===== src/hdl/bscb_consts.vh =====
// constants for the boot serial check-data and baud-rate command block
`ifndef BSCB_CONSTS_VH
`define BSCB_CONSTS_VH

// command codes
`define BSCB_CMD_RDCHK 8'hfd
`define BSCB_CMD_B9600 8'hb0
`define BSCB_CMD_B19200 8'hb1
`define BSCB_CMD_B38400 8'hb2
`define BSCB_CMD_B57600 8'hb3

// baud select codes (low two bits of the baud commands)
`define BSCB_SEL_9600 2'h0
`define BSCB_SEL_19200 2'h1
`define BSCB_SEL_38400 2'h2
`define BSCB_SEL_57600 2'h3
`define BSCB_SEL_RESET 2'h0

// clock and rates
`define BSCB_CLK_HZ 20000000
`define BSCB_RATE_9600 9600
`define BSCB_RATE_19200 19200
`define BSCB_RATE_38400 38400
`define BSCB_RATE_57600 57600
`define BSCB_DIV_W 12
// cycles per bit, rounded to nearest
`define BSCB_DIV(r) ((`BSCB_CLK_HZ + ((r) / 2)) / (r))

// check value crc
`define BSCB_CRC_POLY 16'h1021
`define BSCB_CRC_INIT 16'h0000

// frame layout: start, 8 data, stop
`define BSCB_DATA_BITS 4'h8
`define BSCB_TX_BITS 4'ha

// receive fifo
`define BSCB_FIFO_W 8
`define BSCB_FIFO_D 8
`define BSCB_FIFO_AW 3

`endif


===== src/hdl/bscb_fifo.v =====
// small synchronous fifo with valid/ready on both sides
`timescale 1ns/1ps
`default_nettype none
module bscb_fifo #(
	parameter WIDTH = 8,
	parameter DEPTH = 8,
	parameter AW = 3
) (
	input wire clk_sys, // system clock
	input wire resetn, // async reset, active low
	input wire in_valid, // write side valid
	output wire in_ready, // write side ready (not full)
	input wire [WIDTH-1:0] in_data, // write data
	output wire out_valid, // read side valid (not empty)
	input wire out_ready, // read side ready
	output wire [WIDTH-1:0] out_data // read data
);
	reg [WIDTH-1:0] mem [0:DEPTH-1];
	reg [AW-1:0] wr_ptr_reg;
	reg [AW-1:0] rd_ptr_reg;
	reg [AW:0] count_reg;
	wire do_wr;
	wire do_rd;

	assign in_ready = (count_reg != DEPTH[AW:0]);
	assign out_valid = (count_reg != {(AW+1){1'b0}});
	assign out_data = mem[rd_ptr_reg];
	assign do_wr = in_valid && in_ready;
	assign do_rd = out_valid && out_ready;

	always @(posedge clk_sys) begin
		if (do_wr) begin
			mem[wr_ptr_reg] <= in_data;
		end
	end

	always @(posedge clk_sys or negedge resetn) begin
		if (!resetn) begin
			wr_ptr_reg <= {AW{1'b0}};
			rd_ptr_reg <= {AW{1'b0}};
			count_reg <= {(AW+1){1'b0}};
		end else begin
			if (do_wr) begin
				wr_ptr_reg <= wr_ptr_reg + {{(AW-1){1'b0}}, 1'b1};
			end
			if (do_rd) begin
				rd_ptr_reg <= rd_ptr_reg + {{(AW-1){1'b0}}, 1'b1};
			end
			if (do_wr && !do_rd) begin
				count_reg <= count_reg + {{AW{1'b0}}, 1'b1};
			end else if (do_rd && !do_wr) begin
				count_reg <= count_reg - {{AW{1'b0}}, 1'b1};
			end
		end
	end
endmodule // bscb_fifo
`default_nettype wire


===== src/hdl/bscb_uart.v =====
// asynchronous serial receiver and transmitter with run-time bit divisor
`timescale 1ns/1ps
`default_nettype none
`include "bscb_consts.vh"
module bscb_uart (
	input wire clk_sys, // system clock
	input wire resetn, // async reset, active low
	input wire [`BSCB_DIV_W-1:0] bit_div, // cycles per bit
	input wire rx_line, // serial input, idle high
	output reg tx_line, // serial output, idle high
	output reg rx_valid, // one-cycle pulse, byte received
	output reg [7:0] rx_data, // received byte
	output reg rx_frame_err, // one-cycle pulse, stop bit low
	input wire tx_start, // start sending tx_data when idle
	input wire [7:0] tx_data, // byte to send
	output reg tx_busy // high from start until stop bit ends
);
	reg rx_in_reg;
	reg rx_busy_reg;
	reg [`BSCB_DIV_W-1:0] rx_cnt_reg;
	reg [3:0] rx_bit_reg;
	reg [8:0] rx_shift_reg;
	reg [`BSCB_DIV_W-1:0] tx_cnt_reg;
	reg [3:0] tx_bit_reg;
	reg [9:0] tx_shift_reg;

	// framing comes from the data line alone: start edge, then mid-bit sampling
	always @(posedge clk_sys or negedge resetn) begin
		if (!resetn) begin
			rx_in_reg <= 1'b1;
			rx_busy_reg <= 1'b0;
			rx_cnt_reg <= {`BSCB_DIV_W{1'b0}};
			rx_bit_reg <= 4'h0;
			rx_shift_reg <= 9'h000;
			rx_valid <= 1'b0;
			rx_data <= 8'h00;
			rx_frame_err <= 1'b0;
		end else begin
			rx_in_reg <= rx_line;
			rx_valid <= 1'b0;
			rx_frame_err <= 1'b0;
			if (!rx_busy_reg) begin
				if (!rx_in_reg) begin
					rx_busy_reg <= 1'b1;
					rx_cnt_reg <= {1'b0, bit_div[`BSCB_DIV_W-1:1]};
					rx_bit_reg <= 4'h0;
				end
			end else if (rx_cnt_reg != {`BSCB_DIV_W{1'b0}}) begin
				rx_cnt_reg <= rx_cnt_reg - {{(`BSCB_DIV_W-1){1'b0}}, 1'b1};
			end else begin
				rx_cnt_reg <= bit_div - {{(`BSCB_DIV_W-1){1'b0}}, 1'b1};
				rx_bit_reg <= rx_bit_reg + 4'h1;
				if (rx_bit_reg == 4'h0) begin
					// glitch on the line, not a real start bit
					if (rx_in_reg) begin
						rx_busy_reg <= 1'b0;
					end
				end else if (rx_bit_reg <= `BSCB_DATA_BITS) begin
					rx_shift_reg <= {rx_in_reg, rx_shift_reg[8:1]};
				end else begin
					rx_busy_reg <= 1'b0;
					if (rx_in_reg) begin
						rx_valid <= 1'b1;
						rx_data <= rx_shift_reg[8:1];
					end else begin
						rx_frame_err <= 1'b1;
					end
				end
			end
		end
	end

	always @(posedge clk_sys or negedge resetn) begin
		if (!resetn) begin
			tx_line <= 1'b1;
			tx_busy <= 1'b0;
			tx_cnt_reg <= {`BSCB_DIV_W{1'b0}};
			tx_bit_reg <= 4'h0;
			tx_shift_reg <= 10'h3ff;
		end else begin
			if (!tx_busy) begin
				tx_line <= 1'b1;
				if (tx_start) begin
					tx_busy <= 1'b1;
					tx_shift_reg <= {1'b1, tx_data, 1'b0};
					tx_cnt_reg <= {`BSCB_DIV_W{1'b0}};
					tx_bit_reg <= 4'h0;
				end
			end else if (tx_cnt_reg != {`BSCB_DIV_W{1'b0}}) begin
				tx_cnt_reg <= tx_cnt_reg - {{(`BSCB_DIV_W-1){1'b0}}, 1'b1};
			end else if (tx_bit_reg == `BSCB_TX_BITS) begin
				// busy covers the whole stop bit, so a rate change waits for it
				tx_busy <= 1'b0;
			end else begin
				tx_line <= tx_shift_reg[0];
				tx_shift_reg <= {1'b1, tx_shift_reg[9:1]};
				tx_bit_reg <= tx_bit_reg + 4'h1;
				tx_cnt_reg <= bit_div - {{(`BSCB_DIV_W-1){1'b0}}, 1'b1};
			end
		end
	end
endmodule // bscb_uart
`default_nettype wire


===== src/hdl/bscb_top.v =====
// boot serial command handler: read-check-data and baud-rate commands
// Functional notes
// - command byte fd requests the check value
// - reply check value low byte, then high
// - clear accumulator as the report starts, then accumulate again
// - check value is crc of program data
// - b0 echoes b0, then runs 9600 bps
// - b1 echoes b1, then runs 19200 bps
// - b2 echoes b2, then runs 38400 bps
// - b3 echoes b3, then runs 57600 bps
// - echo finishes at old rate before switching
// - link is asynchronous, no shift clock
// - refuse commands while id check fails
`timescale 1ns/1ps
`default_nettype none
`include "bscb_consts.vh"
module bscb_top (
	input wire clk_sys, // system clock, 20 MHz
	input wire resetn, // async reset, active low
	input wire host_to_device_serial_in, // serial data from host
	output reg device_to_host_serial_out, // serial data to host
	input wire pgm_data_valid, // one-cycle pulse per page program data byte
	input wire [7:0] pgm_data, // page program data byte
	input wire id_locked, // flash not blank and id not matched
	output reg [1:0] baud_sel_reg, // current link rate select
	output reg busy_reg, // command in progress
	output reg cmd_refused_reg, // pulse, command dropped by id lock
	output reg rx_overrun_reg // pulse, received byte lost, fifo full
);
	localparam [4:0] ST_IDLE = 5'h01;
	localparam [4:0] ST_TX_LO = 5'h02;
	localparam [4:0] ST_TX_HI = 5'h04;
	localparam [4:0] ST_ECHO = 5'h08;
	localparam [4:0] ST_DONE = 5'h10;

	// divisors are worked out wide, then cut to the counter width on purpose
	localparam [31:0] DIV_9600_W = `BSCB_DIV(`BSCB_RATE_9600);
	localparam [31:0] DIV_19200_W = `BSCB_DIV(`BSCB_RATE_19200);
	localparam [31:0] DIV_38400_W = `BSCB_DIV(`BSCB_RATE_38400);
	localparam [31:0] DIV_57600_W = `BSCB_DIV(`BSCB_RATE_57600);
	localparam [`BSCB_DIV_W-1:0] DIV_9600 = DIV_9600_W[`BSCB_DIV_W-1:0];
	localparam [`BSCB_DIV_W-1:0] DIV_19200 = DIV_19200_W[`BSCB_DIV_W-1:0];
	localparam [`BSCB_DIV_W-1:0] DIV_38400 = DIV_38400_W[`BSCB_DIV_W-1:0];
	localparam [`BSCB_DIV_W-1:0] DIV_57600 = DIV_57600_W[`BSCB_DIV_W-1:0];

	reg [4:0] state_reg;
	reg [4:0] state_next;
	reg [15:0] crc_reg;
	reg [7:0] chk_hi_reg;
	reg [1:0] baud_pend_reg;
	reg [`BSCB_DIV_W-1:0] bit_div_reg;
	reg tx_start;
	reg [7:0] tx_byte;
	reg fifo_pop;
	wire tx_line;
	wire tx_busy;
	wire rx_valid;
	wire [7:0] rx_data;
	wire rx_ready;
	wire cmd_valid;
	wire [7:0] cmd_byte;
	wire is_rdchk;
	wire is_baud;

	function baud_cmd;
		input [7:0] b;
		begin
			baud_cmd = (b == `BSCB_CMD_B9600) || (b == `BSCB_CMD_B19200) ||
				(b == `BSCB_CMD_B38400) || (b == `BSCB_CMD_B57600);
		end
	endfunction

	function [`BSCB_DIV_W-1:0] sel_div;
		input [1:0] sel;
		begin
			case (sel)
				`BSCB_SEL_9600: sel_div = DIV_9600;
				`BSCB_SEL_19200: sel_div = DIV_19200;
				`BSCB_SEL_38400: sel_div = DIV_38400;
				default: sel_div = DIV_57600;
			endcase
		end
	endfunction

	// msb-first crc-16 step over one byte
	function [15:0] crc_byte;
		input [15:0] c;
		input [7:0] d;
		integer i;
		reg [15:0] r;
		begin
			r = c;
			for (i = 7; i >= 0; i = i - 1) begin
				if (r[15] ^ d[i]) begin
					r = {r[14:0], 1'b0} ^ `BSCB_CRC_POLY;
				end else begin
					r = {r[14:0], 1'b0};
				end
			end
			crc_byte = r;
		end
	endfunction

	bscb_uart u_uart (
		.clk_sys(clk_sys),
		.resetn(resetn),
		.bit_div(bit_div_reg),
		.rx_line(host_to_device_serial_in),
		.tx_line(tx_line),
		.rx_valid(rx_valid),
		.rx_data(rx_data),
		.rx_frame_err(),
		.tx_start(tx_start),
		.tx_data(tx_byte),
		.tx_busy(tx_busy)
	);

	// received bytes queue here while a reply is still going out
	bscb_fifo #(
		.WIDTH(`BSCB_FIFO_W),
		.DEPTH(`BSCB_FIFO_D),
		.AW(`BSCB_FIFO_AW)
	) u_fifo (
		.clk_sys(clk_sys),
		.resetn(resetn),
		.in_valid(rx_valid),
		.in_ready(rx_ready),
		.in_data(rx_data),
		.out_valid(cmd_valid),
		.out_ready(fifo_pop),
		.out_data(cmd_byte)
	);

	assign is_rdchk = (cmd_byte == `BSCB_CMD_RDCHK);
	assign is_baud = baud_cmd(cmd_byte);

	always @* begin
		state_next = state_reg;
		tx_start = 1'b0;
		tx_byte = cmd_byte;
		fifo_pop = 1'b0;
		case (state_reg)
			ST_IDLE: begin
				// commands are taken one at a time, only with the transmitter idle
				if (cmd_valid && !tx_busy) begin
					fifo_pop = 1'b1;
					if (id_locked) begin
						state_next = ST_IDLE;
					end else if (is_rdchk) begin
						tx_start = 1'b1;
						tx_byte = crc_reg[7:0];
						state_next = ST_TX_LO;
					end else if (is_baud) begin
						tx_start = 1'b1;
						tx_byte = cmd_byte;
						state_next = ST_ECHO;
					end
				end
			end
			ST_TX_LO: begin
				if (!tx_busy) begin
					tx_start = 1'b1;
					tx_byte = chk_hi_reg;
					state_next = ST_TX_HI;
				end
			end
			ST_TX_HI: begin
				if (!tx_busy) begin
					state_next = ST_IDLE;
				end
			end
			ST_ECHO: begin
				if (!tx_busy) begin
					state_next = ST_DONE;
				end
			end
			ST_DONE: begin
				state_next = ST_IDLE;
			end
			default: begin
				state_next = ST_IDLE;
			end
		endcase
	end

	always @(posedge clk_sys or negedge resetn) begin
		if (!resetn) begin
			state_reg <= ST_IDLE;
			crc_reg <= `BSCB_CRC_INIT;
			chk_hi_reg <= 8'h00;
			baud_pend_reg <= `BSCB_SEL_RESET;
			baud_sel_reg <= `BSCB_SEL_RESET;
			bit_div_reg <= DIV_9600;
			device_to_host_serial_out <= 1'b1;
			busy_reg <= 1'b0;
			cmd_refused_reg <= 1'b0;
			rx_overrun_reg <= 1'b0;
		end else begin
			state_reg <= state_next;
			device_to_host_serial_out <= tx_line;
			busy_reg <= (state_next != ST_IDLE);
			cmd_refused_reg <= fifo_pop && id_locked;
			rx_overrun_reg <= rx_valid && !rx_ready;
			// report snapshots the value; data in the same cycle starts the new run
			if (state_reg == ST_IDLE && fifo_pop && !id_locked && is_rdchk) begin
				chk_hi_reg <= crc_reg[15:8];
				if (pgm_data_valid) begin
					crc_reg <= crc_byte(`BSCB_CRC_INIT, pgm_data);
				end else begin
					crc_reg <= `BSCB_CRC_INIT;
				end
			end else if (pgm_data_valid) begin
				crc_reg <= crc_byte(crc_reg, pgm_data);
			end
			if (state_reg == ST_IDLE && fifo_pop && !id_locked && is_baud) begin
				baud_pend_reg <= cmd_byte[1:0];
			end
			// divisor changes only once the echo stop bit is out
			if (state_reg == ST_DONE) begin
				baud_sel_reg <= baud_pend_reg;
				bit_div_reg <= sel_div(baud_pend_reg);
			end
		end
	end
endmodule // bscb_top
`default_nettype wire


===== config.mk =====
export PLATFORM = sky130hd
export DESIGN_NAME = bscb_top
export DESIGN_NICKNAME = d
export VERILOG_FILES = /design/src/hdl/bscb_fifo.v /design/src/hdl/bscb_uart.v /design/src/hdl/bscb_top.v
export VERILOG_INCLUDE_DIRS = /design/src /design/src/hdl
export SDC_FILE = /design/constraint.sdc
export NUM_CORES = 1
export LEC_CHECK = 0
export ABC_AREA = 1
export BUFFER_PORTS_ARGS = -buffer_cell sky130_fd_sc_hd__buf_2
export CAP_MARGIN = 20
export CELL_PAD_IN_SITES_DETAIL_PLACEMENT = 2
export CELL_PAD_IN_SITES_GLOBAL_PLACEMENT = 2
export CORE_MARGIN = 5
export CORE_UTILIZATION = 36
export CTS_BUF_LIST = sky130_fd_sc_hd__clkbuf_4 sky130_fd_sc_hd__clkbuf_8 sky130_fd_sc_hd__clkbuf_16
export CTS_CLUSTER_DIAMETER = 150
export DETAILED_ROUTE_END_ITERATION = 12
export PLACE_DENSITY_LB_ADDON = 0.1
export SLEW_MARGIN = 40
export SYNTH_ARGS = -nofsm -noshare
export SYNTH_HDL_FRONTEND = slang
export SYNTH_SLANG_ARGS = --single-unit

===== constraint.sdc =====
create_clock -name clk_sys -period 2.5 [get_ports clk_sys]
set_clock_uncertainty 0.15 [all_clocks]
set_input_delay 0.5 -clock clk_sys [delete_from_list [all_inputs] [get_ports clk_sys]]
set_output_delay 0.5 -clock clk_sys [all_outputs]
set_load 0.01 [all_outputs]

**After elaboration in Yosys (flattened, before gate mapping)**

Memory sizes are Yosys's and may differ from the RTL's.
Cells that the tools add are included.

- Bits in registers: 123
- Bits in latches: 0
- Bits in writable memories: 64
- Memory bits (read-only): 0
- Output and inout bits: 6
- Logic and storage cells: 229
- Memories kept: 1

- Add/subtract/negate cells: 9
- Multipliers: 0
- Divide/modulo/power cells: 0
- Magnitude comparators: 1
- Equal/unequal tests: 20
- Shifts and indexed selects: 0
- Muxes and demuxes: 107
- Bitwise operators: 33
- Reduce and logical (&&, ||, !) cells: 33

Memories:

| name | words | width | read ports | clocked after memory_dff | wr ports | line | RTL |
|---|---|---|---|---|---|---|---|
| u_fifo.mem | 8 | 8 | 1 | 0 | 1 | bscb_fifo.v:18 | `reg [WIDTH-1:0] mem [0:DEPTH-1];` |

Operator list:

| kind | count |
|---|---|
| two-way mux 16 bit | 31 |
| two-way mux 13 bit | 16 |
| two-way mux 12 bit | 7 |
| inverter 3 bit | 15 |
| equality test 8 bit, second input constant | 5 |
| two-way mux 10 bit | 4 |
| two-way mux 4 bit | 9 |
| one-hot mux 12 bit (3 select lines) | 1 |
| subtractor 12 x 1 -> 12 bit, second input constant | 3 |
| two-way mux 5 bit | 7 |
| two-way mux 1 bit | 26 |
| two-way mux 8 bit | 3 |
| nonzero test 12 bit | 2 |
| one-hot mux 5 bit (4 select lines) | 1 |
| one-hot mux 8 bit (2 select lines) | 1 |
| bitwise XOR 1 bit | 15 |
| adder 4 x 1 -> 4 bit, second input constant | 3 |
| logical AND 1 bit | 11 |
| inequality test 2 bit, second input constant | 4 |
| adder 3 x 1 -> 3 bit, second input constant | 2 |
| AND reduction 2 bit | 3 |
| nonzero test 2 bit | 3 |
| equality test 5 x 1 -> 1 bit, second input constant | 1 |
| equality test 5 x 2 -> 1 bit, second input constant | 1 |
| 21 further kinds | 29 |

**Longest topological paths before layout**

- Depth after elaboration: 36
- Gate-level depth with buffers: 17
- Gate-level depth less buffers: 16

**Hierarchy**

From an unflattened synthesis, not the netlist that was laid out.

- Cells, all modules: 1,212
- Area total of the unflattened synthesis: 9,784.4 um2

Modules (own cells, without submodules):

| module | instances | cells each | area an instance (um2) | seq. area each (um2) |
|---|---|---|---|---|
| bscb_uart | 1 | 523 | 3,882.5 | 1,590.3 |
| bscb_fifo | 1 | 294 | 3,180.6 | 2,172.1 |
| bscb_top | 1 | 395 | 2,721.4 | 1,132.3 |

**Least setup slack after synthesis**

No wires, ideal clock.

- Path type: register to register
- Start point: reg state_reg[0]
- End point: reg u_fifo.count_reg[3]
- Arrival time: 2.283 ns
- Required time: 2.229 ns
- Slack: -0.054 ns
- Stages on the path, launching flop included: 13
- Path buffers: 0
- Clock period less this slack: 2.554 ns
- Path through: dfstp_2 > inv_1 > nor4_4 > nand2_1 > ha_1 > inv_1 > ha_1 > a21o_1 > a21oi_1 > nor2_1 > nor2_1 > nand2_1 > xor2_1

- Cells in the longest elaborated chain, start to end: 6
- Elaborated cells on any way between the ends: 8
- Those cells by class: 1 x eq/ne; 2 x mux; 5 x reduce/logical

Ends and longest elaborated chain:

| element | line | RTL |
|---|---|---|
| start, declared | bscb_top.v:46 | `reg [4:0] state_reg;` |
| start signal, assigned | bscb_top.v:199 | `state_reg <= state_next;` |
| equality test 5 x 1 -> 1 bit (*) | bscb_top.v:142 | `case (state_reg)` |
| two-way mux 1 bit (*) | bscb_top.v:142 |  |
| logical AND 1 bit (*) | bscb_fifo.v:29 | `assign do_rd = out_valid && out_ready;` |
| zero test 1 bit | bscb_fifo.v:49 | `if (do_wr && !do_rd) begin` |
| logical AND 1 bit | bscb_fifo.v:49 |  |
| two-way mux 4 bit / nonzero test 2 bit (equally long branches) | - |  |
| end signal, assigned | bscb_fifo.v:41 | `count_reg <= {(AW+1){1'b0}};` |
| end signal, assigned | bscb_fifo.v:50 | `count_reg <= count_reg + {{AW{1'b0}}, 1'b1};` |
| end signal, assigned | bscb_fifo.v:52 | `count_reg <= count_reg - {{AW{1'b0}}, 1'b1};` |
| end, declared | bscb_fifo.v:21 | `reg [AW:0] count_reg;` |

Every way passes the cells marked *; elsewhere a longest branch is shown, timed or not.
A chain may end at the register's enable or synchronous reset.

**Worst setup path in the final report**

- Start point: reg state_reg[0]
- End point: reg crc_reg[1]

- Cells in the longest elaborated chain, start to end: 6
- Elaborated cells on any way between the ends: 7
- Those cells by class: 1 x eq/ne; 2 x mux; 4 x reduce/logical

Ends and longest elaborated chain:

| element | line | RTL |
|---|---|---|
| equality test 5 x 1 -> 1 bit (*) | bscb_top.v:142, bscb_top.v:205 |  |
| two-way mux 1 bit | bscb_top.v:142 |  |
| logical AND 1 bit (*) (3 in a row) | bscb_top.v:205 | `if (state_reg == ST_IDLE && fifo_pop && !id_locked && is_rdchk) begin` |
| two-way mux 16 bit / nonzero test 2 bit (equally long branches) | - |  |
| end signal, assigned | bscb_top.v:208 | `` crc_reg <= crc_byte(`BSCB_CRC_INIT, pgm_data); `` |
| end signal, assigned | bscb_top.v:210 | `` crc_reg <= `BSCB_CRC_INIT; `` |
| end signal, assigned | bscb_top.v:213 | `crc_reg <= crc_byte(crc_reg, pgm_data);` |
| end, declared | bscb_top.v:48 | `reg [15:0] crc_reg;` |

Marked as above.

==> flow_metrics.py <==
metrics = {
    "status": {
        "status": "completed",
    },
    "sta": {
        "setup_tns_ns": 0,
        "hold_viol_final": 0,
        "max_freq_ghz": 0.402,
        "rsz0062_at_grt": "true",
        "fin_hold_ws_ns": 0.219,
        "timing.final.ws_setup_ns": 0.0154,
        "tightest_slew_ns": 0.626,
        "drv_slew": 0,
        "finalWorstPathRequiredPeriod_ns": 2.48,
        "setup_viol": 0,
        "post-route-period-util_pct": 99.4,
        "relSlewSlack_pct": 58.2,
    },
    "flow_run": {
        "maxCapViolations": 0,
    },
    "floorplanning": {
        "fp.coreArea_um2": 25800,
        "start_util_pct": 36.2,
        "die_area_um2": 29300,
        "rows": 59,
        "pin_count": 19,
        "die_w_um": 171,
        "die-height_um": 171,
    },
    "finish": {
        "layout-drive-gt1-share_pct": 15.4,
        "synthToLayoutAreaGrowth_pct": 17.3,
        "diodes": 0,
        "fillers": 2909,
        "largest_register_ffs": 64,
        "layout_common_cells": "nand2_1 (315), inv_1 (159), dfrtp_1 (100)",
        "nets": 1200,
        "final_common_cell": "nand2_1",
    },
    "power": {
        "p_int_mw": 5.29,
        "clockPowerShare_pct": 35.2,
        "p_comb_share_pct": 19.5,
        "p_switching_mw": 2.52,
        "netSwitchingFraction_pct": 32.3,
        "power.density_nw_per_um2": 711,
        "pwr-share-seq_pct": 45.3,
        "p_leak_nw": 5.16,
        "ir_drop_mv": 0.401,
    },
    "detailed_routing": {
        "viasPerCell": 5.03,
        "firstDrtPassIters": 5,
        "drc_errors": 0,
        "ant_nets": 0,
        "wl_met1_um": 13000,
        "wl_met3_um": 393,
        "finalWirelength_um": 29300,
        "dr_wl_met2_um": 15400,
        "vias": 7642,
        "wire_per_inst_um": 19.3,
        "drt-initial-drc-count": 324,
        "top_layer_used": "met4",
    },
    "critical_path": {
        "critical_path.max_fanout": 14,
        "max_stage_delay_ns": 0.55,
        "critical_path_arrival_ns": 2.66,
        "crit_type": "flop to flop",
        "cp-start-kind": "flop",
        "worst_ep_required_time_ns": 2.68,
        "cp_cell_sequence": "inv_2 > nor4_4 > buf_4 > buf_4 > inv_2 > nor2_2 > nand3_4 > buf_8 > nand2_1 > inv_1 > o21ai_0 > nand2_1",
        "cpMaxStageDelayCell": "dfstp_2",
        "endpoint_kind": "flop",
    },
    "logic_synthesis": {
        "synth_fa_ha_area_share_pct": 2.22,
        "synth-seq-cells": 181,
        "ys_types": 48,
        "synth.top_cell.area_share_pct": 27.0,
        "ys_seq_area_share_pct": 52.1,
        "synth_xor_area_share_pct": 5.24,
        "synthMuxAreaShare_pct": 0.241,
        "synthArstFlopShare_pct": 64.6,
        "netlist_area_um2": 9350,
        "synth_area_leaders": "dfrtp_1 (27%), edfxtp_1 (21%), nand2_1 (13%)",
        "synth_fp_nets": 1120,
        "ys.flop_type": "dfrtp_1",
        "synth_compound_area_share_pct": 9.23,
        "syn_area_per_cell_um2": 8.57,
        "ys_warn_count": 0,
        "netlist_instances": 1091,
        "synth_top_family_by_area": "simple AND/OR/NAND/NOR gates",
        "synth_edf_count": 64,
        "synth_largest_area_cell": "dfrtp_1",
        "synthSimpleGateAreaFrac_pct": 22.0,
    },
    "clock_tree": {
        "cts_root_buf": "clkbuf_16",
        "cts_sinks": 181,
        "h-tree-depth": 4,
        "tritoncts": "done",
        "cts_buffer_depth": 2,
        "clk_latency_ns": 0.45,
        "clkTransAtPathRegs_ns": 0.08,
        "cts_buffers": 17,
    },
    "global_route": {
        "grt_start_max_net_pins": 58,
        "grt_usage_pct": 20.8,
        "grt_pass1_vias": 8522,
        "antenna_found_initial": 0,
        "grt_pass1_wl_um": 47100,
        "grt_overflow": 0,
    },
    "hold_path": {
        "hp-class": "input pin to flop",
    },
    "place": {
        "gp_congestion": 0.802,
        "port_buffers": 18,
        "pre_cts_slack_ns": -0.141,
        "dp_hpwl_um": 20900,
    },
}
## layout make-up
class / instances / area, um2 / share of cell area, %
Clock buffer: 17 / 425 / 3.88
Clock inverter: 15 / 160 / 1.46
Inverter: 169 / 658 / 6.00
Multi-Input combinational cell: 713 / 3750 / 34.2
Sequential cell: 181 / 4870 / 44.4
Tap cell: 335 / 419 / 3.82
Timing Repair Buffer: 89 / 687 / 6.26
## power by group through the flow
stage / Clock, mW / Combinational (mW) / Sequential (mW)
floorplan: 0 / 1.13 / 3.51
finish: 2.75 / 1.52 / 3.54
global placement: 0 / 1.48 / 3.59
global route: 2.97 / 1.76 / 3.57
CTS: 2.83 / 1.55 / 3.54
detailed placement: 0 / 1.54 / 3.59
## logic make-up (layout without fill, tap and decap cells)
logic type               Yosys count  after routing
flip-flops                       181            181
AND/OR/NAND/NOR                  489            489
adder cells (fa/ha/maj)           16             16
XOR/XNOR                          56             56
multiplexers                       2              2
AO/OA/AOI/OAI                    150            150
buffers and inverters            197            290
## critical path, delay by kind of cell, from the launching register on
family / cells / cell delay (ns)
AO/OA/AOI/OAI: 1 / 0.20
buffers and inverters: 6 / 0.64
flip-flops: 1 / 0.55
AND/OR/NAND/NOR: 5 / 0.81
## per-stage QoR
step           cell area (um2)  utilization (%)  total power [mW]  std cells
3_5_place_dp             10100             39.2              5.13       1473
5_1_grt                  11000             42.5              8.30       1519
4_1_cts                  10800             41.8              7.91       1508
2_1_floorplan             9360                -              4.64       1091
3_3_place_gp             10100             39.2              5.08       1473
6_report                 11000             42.5              7.81       1519
## cell usage after synthesis, drive strengths merged (5+ instances only)
cell,count
ha,15
nand4,13
nand3,59
nor3,9
o221ai,8
dfstp,16
dfrtp,101
o21ai,88
xnor2,23
a21oi,21
o22ai,5
inv,168
edfxtp,64
buf,21
xor2,33
o211ai,10
clkbuf,7
nor2,75
nand2,325
## layer usage
layer,track usage (%),up-vias
met1,26.2,3903
li1,-,3651
met2,37.4,57
met5,0,-
met3,2.74,31
met4,6.03,0
## final timing paths
| kind | to | slack (ns) | start | depth (start not counted) |
|---|---|---|---|---|
| setup / recovery | crc_reg[1]$_DFFE_PN0P_ | 0.02 | state_reg[0]$_DFF_PN1_ | 12 |
| hold / removal | crc_reg[11]$_DFFE_PN0P_ | 0.22 | pgm_data[6] | 3 |
| setup reg to reg | crc_reg[1]$_DFFE_PN0P_ | 0.02 | state_reg[0]$_DFF_PN1_ | 12 |
| hold reg to reg | device_to_host_serial_out$_DFF_PN1_ | 0.22 | u_uart.tx_line$_DFFE_PN1P_ | 0 |
| max in group asynchronous | u_uart.tx_line$_DFFE_PN1P_ | 1.07 | resetn | 3 |
| min in group asynchronous | u_uart.rx_data[3]$_DFFE_PN0P_ | 0.43 | resetn | 2 |
## repair_timing
action,in CTS,in global routing
hold endpoints to repair,51,0
pin swaps,1,11
endpoints found under the setup margin,39,66
setup buffers,1,11
hold buffers,2,0
resized for setup,17,23
No activity file was read; power rests on OpenSTA's default activity.
